File: src/design/irq_src_pkg.sv
package irq_src_pkg;

	localparam int NUM_EXT_PINS   = 3;
	localparam int PORT_CHG_WIDTH = 4;
	localparam int TIMER_WIDTH    = 16;
	localparam int DATA_WIDTH     = 8;
	localparam int PC_WIDTH       = 21;

	// Reset values of the flags and the latched port levels.
	localparam logic [2:0] EXT_FLAG_RST  = 3'h0;
	localparam logic [3:0] PORT_LAST_RST = 4'h0;
	localparam logic       FLAG_RST      = 1'b0;

	// Timer wrap points for the two counting modes.
	localparam logic [7:0]  TIMER8_MAX  = 8'hff;
	localparam logic [7:0]  TIMER8_MIN  = 8'h00;
	localparam logic [15:0] TIMER16_MAX = 16'hffff;
	localparam logic [15:0] TIMER16_MIN = 16'h0000;

	// Priority bit positions inside the third control register.
	localparam int PRIO_PIN1_BIT = 6;
	localparam int PRIO_PIN2_BIT = 7;

	typedef struct packed {
		logic [DATA_WIDTH-1:0] working_register;
		logic [DATA_WIDTH-1:0] status_register;
		logic [DATA_WIDTH-1:0] bank_select_register;
	} context_s;

	typedef struct packed {
		logic [NUM_EXT_PINS-1:0] ext_pin_irq_en;
		logic                    timer_overflow_en;
		logic                    port_change_en;
		logic                    global_irq_en;
		logic                    priority_scheme_en;
	} irq_enable_s;

	typedef enum logic [1:0] {
		CORE_RUN   = 2'b00,
		CORE_SLEEP = 2'b01,
		CORE_WAKE  = 2'b11
	} core_state_e;

endpackage

File: src/design/interrupt_source_logic.sv
// What this block does
// - Pin polarity bit picks rising or falling edge.
// - Selected edge sets that pin's flag.
// - Pin request only while its enable set.
// - Enabled pin interrupt wakes core from sleep.
// - After wake, vector only if global enable.
// - Pin one/two priority from bits 6, 7.
// - Pin zero always high priority.
// - Eight-bit timer wrap FFh to 00h sets flag.
// - Sixteen-bit timer wrap FFFFh to 0000h sets flag.
// - Timer request gated by enable; own priority bit.
// - Port B 7:4 level change sets flag.
// - Port change gated by enable; own priority bit.
// - Accept pushes return address onto call stack.
// - Accept shadows working, status, bank registers.
// - Priority enable picks two-level or single-level.
`timescale 1ns/1ps
module interrupt_source_logic #(
	parameter int PC_W = irq_src_pkg::PC_WIDTH
) (
	input  wire logic                                i_clk,
	input  wire logic                                i_rst_b,
	input  wire logic [irq_src_pkg::NUM_EXT_PINS-1:0] i_ext_pin,
	input  wire logic [irq_src_pkg::NUM_EXT_PINS-1:0] i_ext_edge_polarity_sel,
	input  wire logic [irq_src_pkg::NUM_EXT_PINS-1:0] i_ext_flag_clr,
	input  wire irq_src_pkg::irq_enable_s             i_enable,
	input  wire logic [7:0]                          i_irq_control_third,
	input  wire logic                                i_timer_overflow_priority,
	input  wire logic                                i_port_change_priority,
	input  wire logic                                i_timer_mode_8bit,
	input  wire logic [15:0]                         i_timer_count,
	input  wire logic                                i_timer_flag_clr,
	input  wire logic [irq_src_pkg::PORT_CHG_WIDTH-1:0] i_port_b_high,
	input  wire logic                                i_port_change_flag_clr,
	input  wire logic                                i_sleep,
	input  wire logic                                i_irq_ack,
	input  wire logic [PC_W-1:0]                     i_return_pc,
	input  wire irq_src_pkg::context_s                i_context,
	output logic [irq_src_pkg::NUM_EXT_PINS-1:0]      o_ext_pin_irq_flag,
	output logic                                     o_timer_overflow_flag,
	output logic                                     o_port_change_flag,
	output logic                                     o_irq_high,
	output logic                                     o_irq_low,
	output logic                                     o_wake,
	output logic                                     o_vector_after_wake,
	output logic                                     o_stack_push,
	output logic [PC_W-1:0]                          o_stack_push_pc,
	output irq_src_pkg::context_s                     o_fast_shadow
);
	import irq_src_pkg::*;

	logic [NUM_EXT_PINS-1:0]   pin_last_q, pin_last_d;
	logic [NUM_EXT_PINS-1:0]   ext_flag_q, ext_flag_d;
	logic [PORT_CHG_WIDTH-1:0] sync1_q, sync1_d;
	logic [PORT_CHG_WIDTH-1:0] sync2_q, sync2_d;
	logic [PORT_CHG_WIDTH-1:0] port_last_q, port_last_d;
	logic [2:0]                port_primed_q, port_primed_d;
	logic                      port_flag_q, port_flag_d;
	logic [15:0]               timer_last_q, timer_last_d;
	logic                      timer_primed_q, timer_primed_d;
	logic                      timer_flag_q, timer_flag_d;
	logic [NUM_EXT_PINS-1:0]   sleep_en_q, sleep_en_d;
	core_state_e               state_q, state_d;
	logic                      wake_q, wake_d;
	logic                      vec_q, vec_d;
	logic                      push_q, push_d;
	logic [PC_W-1:0]           push_pc_q, push_pc_d;
	context_s                  shadow_q, shadow_d;

	logic [NUM_EXT_PINS-1:0] edge_hit;
	logic                    timer_wrap;
	logic                    port_change;
	logic [NUM_EXT_PINS-1:0] pin_req;
	logic [NUM_EXT_PINS-1:0] pin_prio;
	logic                    timer_req;
	logic                    port_req;
	logic                    req_hi;
	logic                    req_lo;
	logic                    wake_event;

	// Sampled edge detector; the polarity bit chooses the direction.
	function automatic logic edge_seen(input logic prev, input logic now,
		input logic rising);
		edge_seen = rising ? (!prev && now) : (prev && !now);
	endfunction

	always_comb begin
		for (int i = 0; i < NUM_EXT_PINS; i++) begin
			edge_hit[i] = edge_seen(pin_last_q[i], i_ext_pin[i],
				i_ext_edge_polarity_sel[i]);
		end
		if (i_timer_mode_8bit) begin
			timer_wrap = timer_primed_q &&
				timer_last_q[7:0] == TIMER8_MAX &&
				i_timer_count[7:0] == TIMER8_MIN;
		end else begin
			timer_wrap = timer_primed_q && timer_last_q == TIMER16_MAX &&
				i_timer_count == TIMER16_MIN;
		end
		// Compares wait until both sync stages and the latch hold real
		// samples, so a port that powers up high raises no false change.
		port_change = port_primed_q[2] &&
			(sync2_q != port_last_q);
	end

	always_comb begin
		pin_last_d     = i_ext_pin;
		sync1_d        = i_port_b_high;
		sync2_d        = sync1_q;
		port_last_d    = sync2_q;
		port_primed_d  = {port_primed_q[1:0], 1'b1};
		timer_last_d   = i_timer_count;
		timer_primed_d = 1'b1;
		// A set in the same cycle as a clear wins, so no event is lost.
		// Flags ignore the enable bits.
		ext_flag_d   = (ext_flag_q & ~i_ext_flag_clr) | edge_hit;
		timer_flag_d = (timer_flag_q && !i_timer_flag_clr) || timer_wrap;
		port_flag_d  = (port_flag_q && !i_port_change_flag_clr) ||
			port_change;
	end

	always_ff @(posedge i_clk or negedge i_rst_b) begin
		if (!i_rst_b) begin
			pin_last_q     <= EXT_FLAG_RST;
			ext_flag_q     <= EXT_FLAG_RST;
			sync1_q        <= PORT_LAST_RST;
			sync2_q        <= PORT_LAST_RST;
			port_last_q    <= PORT_LAST_RST;
			port_primed_q  <= '0;
			port_flag_q    <= FLAG_RST;
			timer_last_q   <= TIMER16_MIN;
			timer_primed_q <= FLAG_RST;
			timer_flag_q   <= FLAG_RST;
		end else begin
			pin_last_q     <= pin_last_d;
			ext_flag_q     <= ext_flag_d;
			sync1_q        <= sync1_d;
			sync2_q        <= sync2_d;
			port_last_q    <= port_last_d;
			port_primed_q  <= port_primed_d;
			port_flag_q    <= port_flag_d;
			timer_last_q   <= timer_last_d;
			timer_primed_q <= timer_primed_d;
			timer_flag_q   <= timer_flag_d;
		end
	end

	always_comb begin
		pin_req   = ext_flag_q & i_enable.ext_pin_irq_en;
		timer_req = timer_flag_q && i_enable.timer_overflow_en;
		port_req  = port_flag_q && i_enable.port_change_en;
		pin_prio[0] = 1'b1;
		pin_prio[1] = i_irq_control_third[PRIO_PIN1_BIT];
		pin_prio[2] = i_irq_control_third[PRIO_PIN2_BIT];
		if (i_enable.priority_scheme_en) begin
			req_hi = |(pin_req & pin_prio) ||
				(timer_req && i_timer_overflow_priority) ||
				(port_req && i_port_change_priority);
			req_lo = |(pin_req & ~pin_prio) ||
				(timer_req && !i_timer_overflow_priority) ||
				(port_req && !i_port_change_priority);
		end else begin
			// Single-level scheme: every source shares the one vector.
			req_hi = |pin_req || timer_req || port_req;
			req_lo = 1'b0;
		end
	end

	assign o_irq_high = req_hi && i_enable.global_irq_en;
	assign o_irq_low  = req_lo && i_enable.global_irq_en;

	always_comb begin
		state_d    = state_q;
		sleep_en_d = sleep_en_q;
		wake_d     = 1'b0;
		vec_d      = vec_q;
		wake_event = |(ext_flag_q & sleep_en_q);
		case (state_q)
			CORE_RUN: begin
				vec_d = 1'b0;
				if (i_sleep) begin
					// Enables are frozen on entry; later changes do not
					// arm a wake source.
					sleep_en_d = i_enable.ext_pin_irq_en;
					state_d    = CORE_SLEEP;
				end
			end
			CORE_SLEEP: begin
				if (wake_event) begin
					wake_d  = 1'b1;
					vec_d   = i_enable.global_irq_en;
					state_d = CORE_WAKE;
				end else if (!i_sleep) begin
					// The core left sleep for another reason; do not
					// stay armed with stale enables.
					state_d = CORE_RUN;
				end
			end
			CORE_WAKE: begin
				if (!i_sleep) begin
					state_d = CORE_RUN;
				end
			end
			default: begin
				state_d = CORE_RUN;
			end
		endcase
	end

	always_comb begin
		push_d    = i_irq_ack;
		push_pc_d = i_irq_ack ? i_return_pc : push_pc_q;
		shadow_d  = i_irq_ack ? i_context : shadow_q;
	end

	always_ff @(posedge i_clk or negedge i_rst_b) begin
		if (!i_rst_b) begin
			state_q    <= CORE_RUN;
			sleep_en_q <= EXT_FLAG_RST;
			wake_q     <= FLAG_RST;
			vec_q      <= FLAG_RST;
			push_q     <= FLAG_RST;
			push_pc_q  <= '0;
			shadow_q   <= '0;
		end else begin
			state_q    <= state_d;
			sleep_en_q <= sleep_en_d;
			wake_q     <= wake_d;
			vec_q      <= vec_d;
			push_q     <= push_d;
			push_pc_q  <= push_pc_d;
			shadow_q   <= shadow_d;
		end
	end

	assign o_ext_pin_irq_flag    = ext_flag_q;
	assign o_timer_overflow_flag = timer_flag_q;
	assign o_port_change_flag    = port_flag_q;
	assign o_wake                = wake_q;
	assign o_vector_after_wake   = vec_q;
	assign o_stack_push          = push_q;
	assign o_stack_push_pc       = push_pc_q;
	assign o_fast_shadow         = shadow_q;

endmodule

File: config.mk
export PLATFORM = sky130hd
export DESIGN_NAME = interrupt_source_logic
export DESIGN_NICKNAME = d
export VERILOG_FILES = /design/src/design/irq_src_pkg.sv /design/src/design/interrupt_source_logic.sv
export SDC_FILE = /design/constraint.sdc
export NUM_CORES = 1
export LEC_CHECK = 0
export BUFFER_PORTS_ARGS = -buffer_cell sky130_fd_sc_hd__buf_2
export CORE_ASPECT_RATIO = 0.7
export CORE_MARGIN = 3
export CORE_UTILIZATION = 30
export CTS_CLUSTER_DIAMETER = 200
export DETAILED_ROUTE_END_ITERATION = 16
export GPL_TIMING_DRIVEN = 0
export HOLD_SLACK_MARGIN = 0.08
export PLACE_DENSITY = 0.56
export SLEW_MARGIN = 20
export SYNTH_ARGS = -nofsm -noshare
export SYNTH_HDL_FRONTEND = slang
export SYNTH_SLANG_ARGS = --single-unit
File: constraint.sdc
create_clock -name i_clk -period 1.75 [get_ports i_clk]
set_input_delay 0.2625 -clock i_clk [delete_from_list [all_inputs] [get_ports i_clk]]
set_output_delay 0.2625 -clock i_clk [all_outputs]
set_load 0.005 [all_outputs]
# After elaboration in Yosys (flattened, before gate mapping)

Cells that the tools add are included.

Register bits: 93
Latch bits: 0
RAM bits: 0
Memories: 0
Output and inout port bits: 55
Bits in read-only memories: 0

Muxes and demuxes: 14
Div/mod/pow operators: 0
Bitwise operators: 8
$lt $le $gt $ge: 0
Add/subtract/negate cells: 0
Eq/ne operators: 7
Shifts and indexed selects: 0
Multiply operators: 0
Reduce and logical (&&, ||, !) cells: 49

Operators with widths:

| operator               | count |
|---|---|
| $logic_and A1 B1 Y1    | 21 |
| $eq A16 B16 Y1 const B | 1 |
| $logic_not A16 Y1      | 1 |
| $and A3 B3 Y3          | 5 |
| $reduce_or A3 Y1       | 4 |
| $logic_not A1 Y1       | 10 |
| $mux W1                | 9 |
| $eq A8 B8 Y1 const B   | 1 |
| $logic_not A8 Y1       | 1 |
| $logic_or A1 B1 Y1     | 8 |
| $mux W2                | 3 |
| $not A3 Y3             | 2 |
| $pmux W2 S3            | 1 |
| $ne A2 B2 Y1 const B   | 2 |
| $ne A4 B4 Y1           | 1 |
| $reduce_and A2 Y1      | 2 |
| $or A3 B3 Y3           | 1 |
| $eq A2 B1 Y1 const B   | 1 |
| $eq A2 B2 Y1 const B   | 1 |
| $logic_not A2 Y1       | 1 |
| $pmux W1 S2            | 1 |
| $reduce_bool A2 Y1     | 1 |

# Longest topological paths before layout

Gate-level depths: netlist (run 1).

Depth after elaboration: 7
Gate-level depth with buffers: 3

# Least setup slack after synthesis (run 1)

No wires, ideal clock.

Path kind: register -> register
Start: reg ext_flag_q[0], in the netlist o_ext_pin_irq_flag[0]
End: reg vec_q, in the netlist o_vector_after_wake
Path slack: 0.341 ns
Cell stages (with the launch flop): 4
Library setup time: 0.121 ns
Required time: 1.629 ns
Data arrival time: 1.288 ns
Cells stage by stage: dfrtp_1 -> a222oi_1 -> mux2_1 -> a22o_1

Word-level cells in the longest chain between the ends: 4

RTL lines:

| item                               | RTL line                      | source |
|---|---|---|
| start: declaration                 | interrupt_source_logic.sv:53  | `logic [NUM_EXT_PINS-1:0] ext_flag_q, ext_flag_d;` |
| start signal: assignment           | interrupt_source_logic.sv:136 | `ext_flag_q <= ext_flag_d;` |
| $and A3 B3 Y3                      | interrupt_source_logic.sv:177 | `wake_event = \|(ext_flag_q & sleep_en_q);` |
| $reduce_or A3 Y1                   | interrupt_source_logic.sv:177 |  |
| $ne A2 B2 Y1 (no source line)      | --                            |  |
| $reduce_and A2 Y1 (no source line) | --                            |  |
| end signal: assignment             | interrupt_source_logic.sv:229 | `vec_q <= vec_d;` |
| end: declaration                   | interrupt_source_logic.sv:65  | `logic vec_q, vec_d;` |

No other way between the ends.
A chain may end at the register's enable or synchronous reset.

# Worst setup path in the final report (run 1)

Start: reg ext_flag_q[0], in the netlist o_ext_pin_irq_flag[0]
End: out o_irq_high

Word-level cells in the longest chain between the ends: 7
Elaborated cells between the ends (all ways): 10
Classes of those cells: 1 x mux; 2 x bitwise; 7 x reduce/logical

RTL lines:

| item                  | RTL line                      | source |
|---|---|---|
| $and A3 B3 Y3 *       | interrupt_source_logic.sv:149 | `pin_req = ext_flag_q & i_enable.ext_pin_irq_en;` |
| $and A3 B3 Y3         | interrupt_source_logic.sv:156 | `req_hi = \|(pin_req & pin_prio) \|\|` |
| $reduce_or A3 Y1      | interrupt_source_logic.sv:156 |  |
| $logic_or A1 B1 Y1    | interrupt_source_logic.sv:156 |  |
| $logic_or A1 B1 Y1    | interrupt_source_logic.sv:157 | `(timer_req && i_timer_overflow_priority) \|\|` |
| $mux W1 *             | interrupt_source_logic.sv:155 | `if (i_enable.priority_scheme_en) begin` |
| $logic_and A1 B1 Y1 * | interrupt_source_logic.sv:169 | `assign o_irq_high = req_hi && i_enable.global_irq_en;` |
| end: declaration      | interrupt_source_logic.sv:42  | `output logic o_irq_high,` |

Every way passes the cells marked *; elsewhere a longest branch is shown, timed or not.

==> results of run 1 <==
[per-layer routing]
layer / wire length, um / vias up / track usage
met5: 0 / - / 0
met4: 104 / 0 / 0.0437
met3: 923 / 10 / 0.0691
met2: 3090 / 107 / 0.181
met1: 3190 / 1100 / 0.154
li1: - / 1094 / -
[placed cells by master (no fill, tap or decap), drive strengths merged, types with 3 or more instances in the layout]
| cell | Yosys | layout |
|---|---|---|
| buf | 5 | 152 |
| dfrtp | 92 | 92 |
| mux2 | 49 | 49 |
| dlygate4sd3 | 0 | 25 |
| clkbuf | 0 | 12 |
| nand2 | 9 | 9 |
| inv | 6 | 6 |
| xor2 | 4 | 4 |
| nor2b | 4 | 4 |
| o221ai | 3 | 3 |
| nor2 | 3 | 3 |
| nor4 | 3 | 3 |
| and4 | 3 | 3 |
| o22ai | 3 | 3 |
[final timing paths]
kind / startpoint / end
hold / removal: i_port_change_flag_clr / o_port_change_flag
setup reg to reg: o_ext_pin_irq_flag[0] / o_vector_after_wake
hold reg to reg: sync1_q[0] / port_last_d[0]
setup / recovery: o_ext_pin_irq_flag[0] / o_irq_high
min in group asynchronous: i_rst_b / timer_last_q[9]
max in group asynchronous: i_rst_b / o_fast_shadow[21]
[sequential cells by signal (all words and copies together) (netlist names), 2 cells and up]
signal              flops
o_ext_pin_irq_flag      3
timer_last_q           16
o_stack_push_pc        21
o_fast_shadow          24
sleep_en_q              3
pin_last_q              3
port_last_d             4
port_last_q             4
state_q                 2
sync1_q                 4
port_primed_q           3
[power groups by stage]
stage | sequential (mW) | combinational (mW) | clock (mW)
final | 2.48 | 0.689 | 2.06
after global routing | 2.51 | 0.770 | 2.22
after CTS | 2.49 | 0.703 | 2.15
after detailed placement | 2.52 | 0.657 | 0
after global placement | 2.51 | 0.635 | 0
after floorplan | 2.52 | 0.291 | 0
[cells by family after synthesis]
family                    after synthesis  synth area share
AOI/OAI and AO/OA                      18            0.0429
muxes                                  49             0.169
xor gates and xnor gates                4            0.0107
buffers and inverters                  11            0.0146
and+or+nand+nor                        32            0.0567
DFF                                    92             0.705
other                                   1           0.00115
[layout make-up]
cell class / count / share of cell area
multi-input combinational: 104 / 0.192
inverter: 6 / 0.00473
tap: 132 / 0.0347
clock buffer: 12 / 0.0517
buffer: 5 / 0.00525
clock inverter: 4 / 0.0152
sequential: 92 / 0.483
timing repair buffer: 172 / 0.213
[worst register-to-register path, stage by stage, from the launching register on]
cell and delay [ns]:
sky130_fd_sc_hd__dfrtp_1 0.42, sky130_fd_sc_hd__a222oi_1 0.46, sky130_fd_sc_hd__mux2_1 0.36, sky130_fd_sc_hd__a22o_1 0.18
[through the flow]
step           cells  hold slack [ns]   util  TNS (ns)  area [um^2]
2_1_floorplan    207          -0.0331      -         0         3270
3_3_place_gp     485            0.337  0.397    -44.38         4160
3_5_place_dp     486            0.203  0.401         0         4200
4_1_cts          527           0.0856  0.455         0         4760
5_1_grt          527            0.107  0.455         0         4760
6_report         527            0.105  0.455         0         4760
==> qor.yml, run 1 <==
logic_synthesis:
  post_synth_cell_types: 31
  synthTopCellsByCount: "sky130_fd_sc_hd__dfrtp_1, sky130_fd_sc_hd__mux2_2, sky130_fd_sc_hd__nand2_1"
  ys_ff_latch: 92
  number_of_nets_in_the_synthesized_netlist: 305
  post_synth_main_area_contributors: "sky130_fd_sc_hd__dfrtp_1, sky130_fd_sc_hd__mux2_2, sky130_fd_sc_hd__xor2_1"
  avgSynthCellArea_um2: 15.8
  synth.yosys.seq_area_share: 0.705
  post_synth_instance_area_um2: 3270
  yosysMostFrequentCell: "sky130_fd_sc_hd__dfrtp_1"
  postSynthCellCount: 207
  post-synth-top-area-cell: "sky130_fd_sc_hd__dfrtp_1"
  synthDominantCellAreaShare: 0.705
  async_reset_ff_frac: 1.00
  yosys_warnings: 0
  synthFlopType: "sky130_fd_sc_hd__dfrtp_1"
  synth-edff-count: 0
power_and_ir_drop:
  power.combinational.fraction: 0.132
  sw_frac_of_total: 0.225
  vdd.ir_drop.worst_uv: 618
  power-per-cell-area_nw_per_um2: 1100
  total_switching_power_mw: 1.18
  total_power_mw: 5.24
  pwr-share-seq: 0.474
  share_clk_of_total_power: 0.394
  intPower_mw: 4.06
  leakage_nw: 2.30
setup_path:
  cp_slowest_cell: "sky130_fd_sc_hd__dfrtp_1"
  worstRegToRegCells: 3
  crit_fanout: 4
  cp.buffers_inverters: 1
  worst-endpoint-arrival_ns: 1.31
  crit_path_cell_count: 4
  cp_slowest_stage_delay_ns: 0.42
  critPathLaunchType: "flip-flop"
  series_of_cell_instances_along_the_critical_path: "nand2_1, o21ai_0, o31a_1, buf_2"
  worst_setup_path_end_kind: "primary output"
  cp_data_required_time_ns: 1.49
  r2r_setup_slack_ns: 0.21
  timing.critical_path.max_delay_family: "flip-flops"
  criticalPathCategory: "flip-flop to primary output"
global_routing:
  grt.overflow.total: 0
  grt_pass1_vias: 2453
  grt_start_max_net_pins: 52
  globalRouteTotalUtil: 0.124
  first_pass_grt_wire_length_mm: 11.7
  grt_antenna_before_repair: 0
run:
  max-cap-violations: 0
clocking:
  cts_made_buffers: 9
  ctsResizeCount: 0
  register_clock_pin_slew_on_the_reported_worst_setup_and_hold_paths_ns: 0.06
  number_of_setup_buffers_added_after_cts: 0
  cts_max_level: 3
  numClockSinks: 92
  clock_root_buffer: "sky130_fd_sc_hd__clkbuf_16"
  cts-root-to-sink-buffers: 2
  cts_tree: "built"
  postCtsHoldBufs: 25
  clk-insertion-delay-late_ns: 0.33
floorplanning:
  floorplan.rows: 31
  core_area_um2: 10500
  dieArea_um2: 12200
  num_io_pins: 153
  dieHeight_um: 93.3
  floorplan_die_width_um: 131
  floorplan.initialDensity: 0.312
sta:
  post-route-worst-setup-slack_ns: 0.181
  post-route-min-period_ns: 1.57
  drv_slew: 0
  grt_setup_unrepaired: "no"
  post-route-period-util: 0.897
  number_of_hold_violations_in_the_final_report: 0
  final-setup-viol-count: 0
  worst_clock_skew_ns: 0.00497
  highest_clock_rate_mhz: 637
drt:
  drcViolationCount: 0
  drt-total-wl_mm: 7.30
  vias: 2311
  drt_pre_antenna_iters: 4
  drt-wirelength-per-cell_um: 13.9
  drt_iter0_drc: 63
  detail-route-antenna-nets: 0
  vias_per_cell: 4.39
final_layout:
  area_growth_pct: 45.9
  diodes: 0
  seq_area_um2: 2300
  fin_nets: 488
  layout-drive-gt1-share: 0.544
  fillCellCount: 973
  multi_input_combinational_cell_area_um2: 916
place:
  worst_slack_at_placement_ns: 0.230
  portBuffers: 146
  routabilityCongestion: 0.710
  dp_hpwl_mm: 5.34
outcome:
  run_status: "finished, final reports clean"
hold_path:
  holdCritPathClass: "input pin to flip-flop"
  min_delay_path_depth: 2
No activity file was read; power rests on OpenSTA's default activity.
==> run 2, diff against run 1 <==
==> constraint.sdc (replaced) <==
create_clock -name i_clk -period 1.75 [get_ports i_clk]
set_input_delay 0.35 -clock i_clk [delete_from_list [all_inputs] [get_ports i_clk]]
set_output_delay 0.35 -clock i_clk [all_outputs]
set_load 0.005 [all_outputs]
==> run 2 against run 1 <==
  * Cell area is 5.0% lower
  * First-iteration DRC count increased by 9.5%
  * Final cell count decreased by 4.6%
  * Fmax is 5.2% lower
  * Sequential share of layout area grew 2.6 points
  * Clock power hardly changed
  * Combinational power down 6.4%
  * Die area unchanged
  * Power shrank 0.85%
  * Clock-buffer cell count did not move
  * Register-to-register slack barely moved
  * Largest cell class unchanged
==> qor.yml, run 2 (same netlist as run 1, synthesis figures left out) <==
setup_path:
  cp_data_required_time_ns: 1.40
  crit_fanout: 4
  worst_setup_path_end_kind: "primary output"
  worst-endpoint-arrival_ns: 1.31
  cp_slowest_cell: "sky130_fd_sc_hd__dfrtp_1"
  series_of_cell_instances_along_the_critical_path: "nand2_1, o21ai_0, o31a_1, buf_2"
  criticalPathCategory: "flip-flop to primary output"
  worstRegToRegCells: 3
  critPathLaunchType: "flip-flop"
  cp_slowest_stage_delay_ns: 0.42
final_layout:
  fin_nets: 464
  layout.cells.most_common_list: "sky130_fd_sc_hd__buf_2, sky130_fd_sc_hd__dfrtp_1, sky130_fd_sc_hd__mux2_2, sky130_fd_sc_hd__nand2_1, sky130_fd_sc_hd__clkbuf_16"
  post-route-cell-area_um2: 4520
  largest_register_ff_count: 24
  layout.cells.most_common: "sky130_fd_sc_hd__buf_2"
  diodes: 0
  fin_cells: 503
  area_growth_pct: 38.5
  layout-drive-gt1-share: 0.580
floorplanning:
  dieHeight_um: 93.3
  dieArea_um2: 12200
  floorplan_die_width_um: 131
  floorplan.initialDensity: 0.312
  core_area_um2: 10500
  floorplan.rows: 31
  num_io_pins: 153
power_and_ir_drop:
  leakage_nw: 2.20
  sw_frac_of_total: 0.225
  power-per-cell-area_nw_per_um2: 1150
  pwr-share-seq: 0.478
  vdd.ir_drop.worst_uv: 616
  power.combinational.fraction: 0.124
  total_switching_power_mw: 1.17
  intPower_mw: 4.02
  total_power_mw: 5.19
  share_clk_of_total_power: 0.397
sta:
  post-route-period-util: 0.946
  post-route-worst-setup-slack_ns: 0.0950
  fin_hold_ws_ns: 0.121
  grt_setup_unrepaired: "no"
  number_of_hold_violations_in_the_final_report: 0
  final-setup-viol-count: 0
  post-route-min-period_ns: 1.66
  worst_clock_skew_ns: 0.00533
  highest_clock_rate_mhz: 604
  drv_slew: 0
drt:
  drt_iter0_drc: 69
  vias: 2228
  drt_pre_antenna_iters: 4
  drt-wirelength-per-cell_um: 14.0
  drcViolationCount: 0
  vias_per_cell: 4.43
  drt-total-wl_mm: 7.07
  detail-route-antenna-nets: 0
place:
  worst_slack_at_placement_ns: 0.230
  placed_cell_areas_um2: 4200
  dpl.cell_count: 486
  routabilityCongestion: 0.710
  dp_hpwl_mm: 5.34
  portBuffers: 146
clocking:
  clock_root_buffer: "sky130_fd_sc_hd__clkbuf_16"
  number_of_setup_buffers_added_after_cts: 0
  cts-root-to-sink-buffers: 2
  numClockSinks: 92
  register_clock_pin_slew_on_the_reported_worst_setup_and_hold_paths_ns: 0.06
  cts_max_level: 3
  clk-insertion-delay-late_ns: 0.33
  cts_tree: "built"
  cts_made_buffers: 9
outcome:
  run_status: "finished, final reports clean"
hold_path:
  holdCritPathClass: "input pin to flip-flop"
  min_delay_path_depth: 1
global_routing:
  grt_pass1_vias: 2371
  globalRouteTotalUtil: 0.120
  first_pass_grt_wire_length_mm: 11.3
  grt.overflow.total: 0
  grt_start_max_net_pins: 52
  grt_antenna_before_repair: 1
run:
  max-cap-violations: 0
==> run 2: metrics by stage <==
step	util	TNS (ns)
3_3_place_gp	0.397	-52.43
3_5_place_dp	0.401	0
2_1_floorplan	-	0
6_report	0.432	0
4_1_cts	0.432	0
5_1_grt	0.432	0
==> run 2: layer usage <==
layer  share of wire  track usage  wire [um]
met2            0.41        0.170       2910
met5         0.00099            0          7
met1            0.43        0.150       3050
met3            0.14       0.0719       1000
met4           0.015       0.0437        104
==> run 2: final timing paths <==
kind	startpoint	endpoint	slack, ns
max	o_ext_pin_irq_flag[0]	o_irq_high	0.09
min	i_port_b_high[1]	sync1_q[1]	0.12
max reg2reg	o_ext_pin_irq_flag[0]	o_vector_after_wake	0.22
min reg2reg	sync1_q[0]	port_last_d[0]	0.35
max in group asynchronous	i_rst_b	o_fast_shadow[21]	0.66
min in group asynchronous	i_rst_b	timer_last_q[14]	0.49
==> run 2: power by group through the flow <==
| stage | logic, mW | clock network (mW) | registers, mW |
|---|---|---|---|
| after global placement | 0.635 | 0 | 2.51 |
| final | 0.645 | 2.06 | 2.48 |
| after detailed placement | 0.657 | 0 | 2.52 |
| after global routing | 0.724 | 2.22 | 2.51 |
| after CTS | 0.661 | 2.15 | 2.49 |
| after floorplan | 0.291 | 0 | 2.52 |
==> run 2: final cells by class <==
| cell class | count | area, um^2 |
|---|---|---|
| clock inverter | 4 | 72.6 |
| timing repair buffer | 148 | 774 |
| multi-input combinational | 104 | 916 |
| inverter | 6 | 22.5 |
| buffer | 5 | 25.0 |
| fill | 997 | 5950 |
| sequential | 92 | 2300 |
| tap | 132 | 165 |
| clock buffer | 12 | 246 |
==> run 2: worst max-delay path: cells and delay by family, from the launching register on <==
kind | cells | cell delay (ns)
simple gates | 1 | 0.08
buf+inv | 1 | 0.12
compound gates | 2 | 0.35
flops | 1 | 0.42
==> run 2: what timing repair did <==
item	4_1_cts	5_1_grt
resized for setup	0	0
hold endpoints to repair	41	0
hold buffers	1	0
==> run 3, diff against run 2 <==
--- a/config.mk
+++ b/config.mk
@@ -9,11 +9,10 @@
 export CORE_ASPECT_RATIO = 0.7
 export CORE_MARGIN = 3
 export CORE_UTILIZATION = 30
-export CTS_CLUSTER_DIAMETER = 200
 export DETAILED_ROUTE_END_ITERATION = 16
 export GPL_TIMING_DRIVEN = 0
 export HOLD_SLACK_MARGIN = 0.08
-export PLACE_DENSITY = 0.56
+export PLACE_DENSITY = 0.58
 export SLEW_MARGIN = 20
 export SYNTH_ARGS = -nofsm -noshare
 export SYNTH_HDL_FRONTEND = slang
==> constraint.sdc (replaced) <==
create_clock -name i_clk -period 1.5 [get_ports i_clk]
set_input_delay 0.3 -clock i_clk [delete_from_list [all_inputs] [get_ports i_clk]]
set_output_delay 0.3 -clock i_clk [all_outputs]
set_load 0.005 [all_outputs]
==> run 3 against run 2 <==
  * The flow now finishes with violations (setup timing)
  * Non-clock buffer count is 25 higher
  * Wire length increased by 7.3%
  * Register-to-register slack got worse by 0.24 ns
  * Clock-buffer cell count down 3
  * Sequential power is 17% higher
  * Critical path depth is the same
  * Clock power rose by 10%
  * Global-route usage is 0.76 points higher
  * Worst hold slack worse by 0.019 ns
  * Die area unchanged
  * Critical path type unchanged
  * Final cell count rose by 5.0%
  * First-iteration DRC count is 8.7% lower
==> qor.yml, run 3 (same netlist as run 1, synthesis figures left out) <==
sta:
  drv_slew: 0
  grt_setup_unrepaired: "yes"
  post-route-period-util: 1.05
  fin_hold_ws_ns: 0.102
  post-route-min-period_ns: 1.58
  worst_clock_skew_ns: 0.00439
  setup_total_neg_slack_ns: -0.162
  number_of_hold_violations_in_the_final_report: 0
  final-setup-viol-count: 3
  highest_clock_rate_mhz: 634
  post-route-worst-setup-slack_ns: -0.0765
power_and_ir_drop:
  vdd.ir_drop.worst_uv: 524
  leakage_nw: 2.31
  power-per-cell-area_nw_per_um2: 1260
outcome:
  run_status: "complete, but fails checks"
  violated_checks: "setup timing"
drt:
  vias: 2356
  drt_pre_antenna_iters: 4
  drt-total-wl_mm: 7.58
  drt_iter0_drc: 63
  drcViolationCount: 0
  vias_per_cell: 4.46
  detail-route-antenna-nets: 0
  drt-wirelength-per-cell_um: 14.4
setup_path:
  cp_slowest_stage_delay_ns: 0.41
  cp_slowest_cell: "sky130_fd_sc_hd__dfrtp_1"
  cp_data_required_time_ns: 1.20
  criticalPathCategory: "flip-flop to primary output"
  worst_setup_path_end_kind: "primary output"
  crit_fanout: 4
  series_of_cell_instances_along_the_critical_path: "nand2_1, o21ai_2, o31a_1, buf_2"
  critPathLaunchType: "flip-flop"
  worst-endpoint-arrival_ns: 1.28
run:
  max-cap-violations: 0
floorplanning:
  core_area_um2: 10500
  dieHeight_um: 93.3
  floorplan.rows: 31
  floorplan.initialDensity: 0.312
  dieArea_um2: 12200
  num_io_pins: 153
  floorplan_die_width_um: 131
global_routing:
  grt.overflow.total: 0
  first_pass_grt_wire_length_mm: 11.9
  grt_pass1_vias: 2469
  globalRouteTotalUtil: 0.127
  grt_start_max_net_pins: 50
  grt_antenna_before_repair: 0
clocking:
  clk-insertion-delay-late_ns: 0.33
  clock_root_buffer: "sky130_fd_sc_hd__clkbuf_16"
  register_clock_pin_slew_on_the_reported_worst_setup_and_hold_paths_ns: 0.06
  cts_max_level: 3
  numClockSinks: 92
  cts_tree: "built"
  cts_made_buffers: 9
  cts-root-to-sink-buffers: 2
final_layout:
  multi_input_combinational_cell_area_um2: 943
  seq_area_um2: 2300
  layout-drive-gt1-share: 0.576
  layout.cells.most_common: "sky130_fd_sc_hd__buf_2"
  fin_nets: 489
  layout.cells.most_common_list: "sky130_fd_sc_hd__buf_2, sky130_fd_sc_hd__dfrtp_1, sky130_fd_sc_hd__mux2_2, sky130_fd_sc_hd__dlygate4sd3_1, sky130_fd_sc_hd__clkbuf_16"
  fillCellCount: 955
  fin_cells: 528
  area_growth_pct: 46.2
  diodes: 0
  largest_register_ff_count: 24
place:
  routabilityCongestion: 0.698
  portBuffers: 146
  dpl.cell_count: 486
  dp_hpwl_mm: 5.42
  worst_slack_at_placement_ns: -0.00331
hold_path:
  holdCritPathClass: "input pin to flip-flop"
-- run 3: where the power goes --
group,switching (mW),internal (mW),leakage [nW]
Clock,0.970,1.30,0.142
Sequential,0.151,2.75,1.08
Combinational,0.335,0.504,1.08
Total,1.46,4.55,2.31
-- run 3: area by class of cell --
class	instances	area share
Sequential cell	92	0.482
Timing Repair Buffer	173	0.213
Tap cell	132	0.0346
Inverter	6	0.00472
Buffer	5	0.00524
Clock inverter	7	0.0160
Clock buffer	9	0.0472
Multi-Input combinational cell	104	0.198
-- run 3: critical path: cells and delay by family (launching register included) --
family | cells | cell delay, ns
buffers and inverters | 1 | 0.13
and+or+nand+nor | 1 | 0.09
DFF | 1 | 0.41
AOI/OAI and AO/OA | 2 | 0.32
-- run 3: what timing repair did --
action | CTS | global route
hold endpoints to repair | 64 | 0
gates cloned | 0 | 0
resized for setup | 2 | 6
pin swaps | 2 | 0
setup buffers | 4 | 0
endpoints found under the setup margin | 3 | 4
hold buffers | 22 | 0
-- run 3: worst paths after layout --
path                       cells past startpoint             endpoint             startpoint  slack, ns
max                                            4           o_irq_high  o_ext_pin_irq_flag[0]      -0.08
min                                            1        pin_last_q[2]           i_ext_pin[2]       0.10
max reg2reg                                    4  o_vector_after_wake  o_ext_pin_irq_flag[2]      -0.02
min reg2reg                                    0       port_last_d[1]             sync1_q[1]       0.35
max in group asynchronous                      3    o_fast_shadow[19]                i_rst_b       0.48
min in group asynchronous                      2     timer_last_q[13]                i_rst_b       0.44
-- run 3: layer usage --
layer | track usage | vias up | wire length (um)
met5 | 0 | - | 0
met4 | 0.0385 | 0 | 74
met3 | 0.0788 | 5 | 916
met2 | 0.186 | 106 | 3330
met1 | 0.157 | 1145 | 3260
li1 | - | 1100 | -
-- run 3: stage by stage --
step / power, mW / area, um^2 / utilization
4_1_cts: 6.11 / 4750 / 0.454
2_1_floorplan: 3.28 / 3270 / -
5_1_grt: 6.35 / 4770 / 0.456
3_5_place_dp: 3.71 / 4200 / 0.401
6_report: 6.01 / 4770 / 0.456
3_3_place_gp: 3.68 / 4160 / 0.397
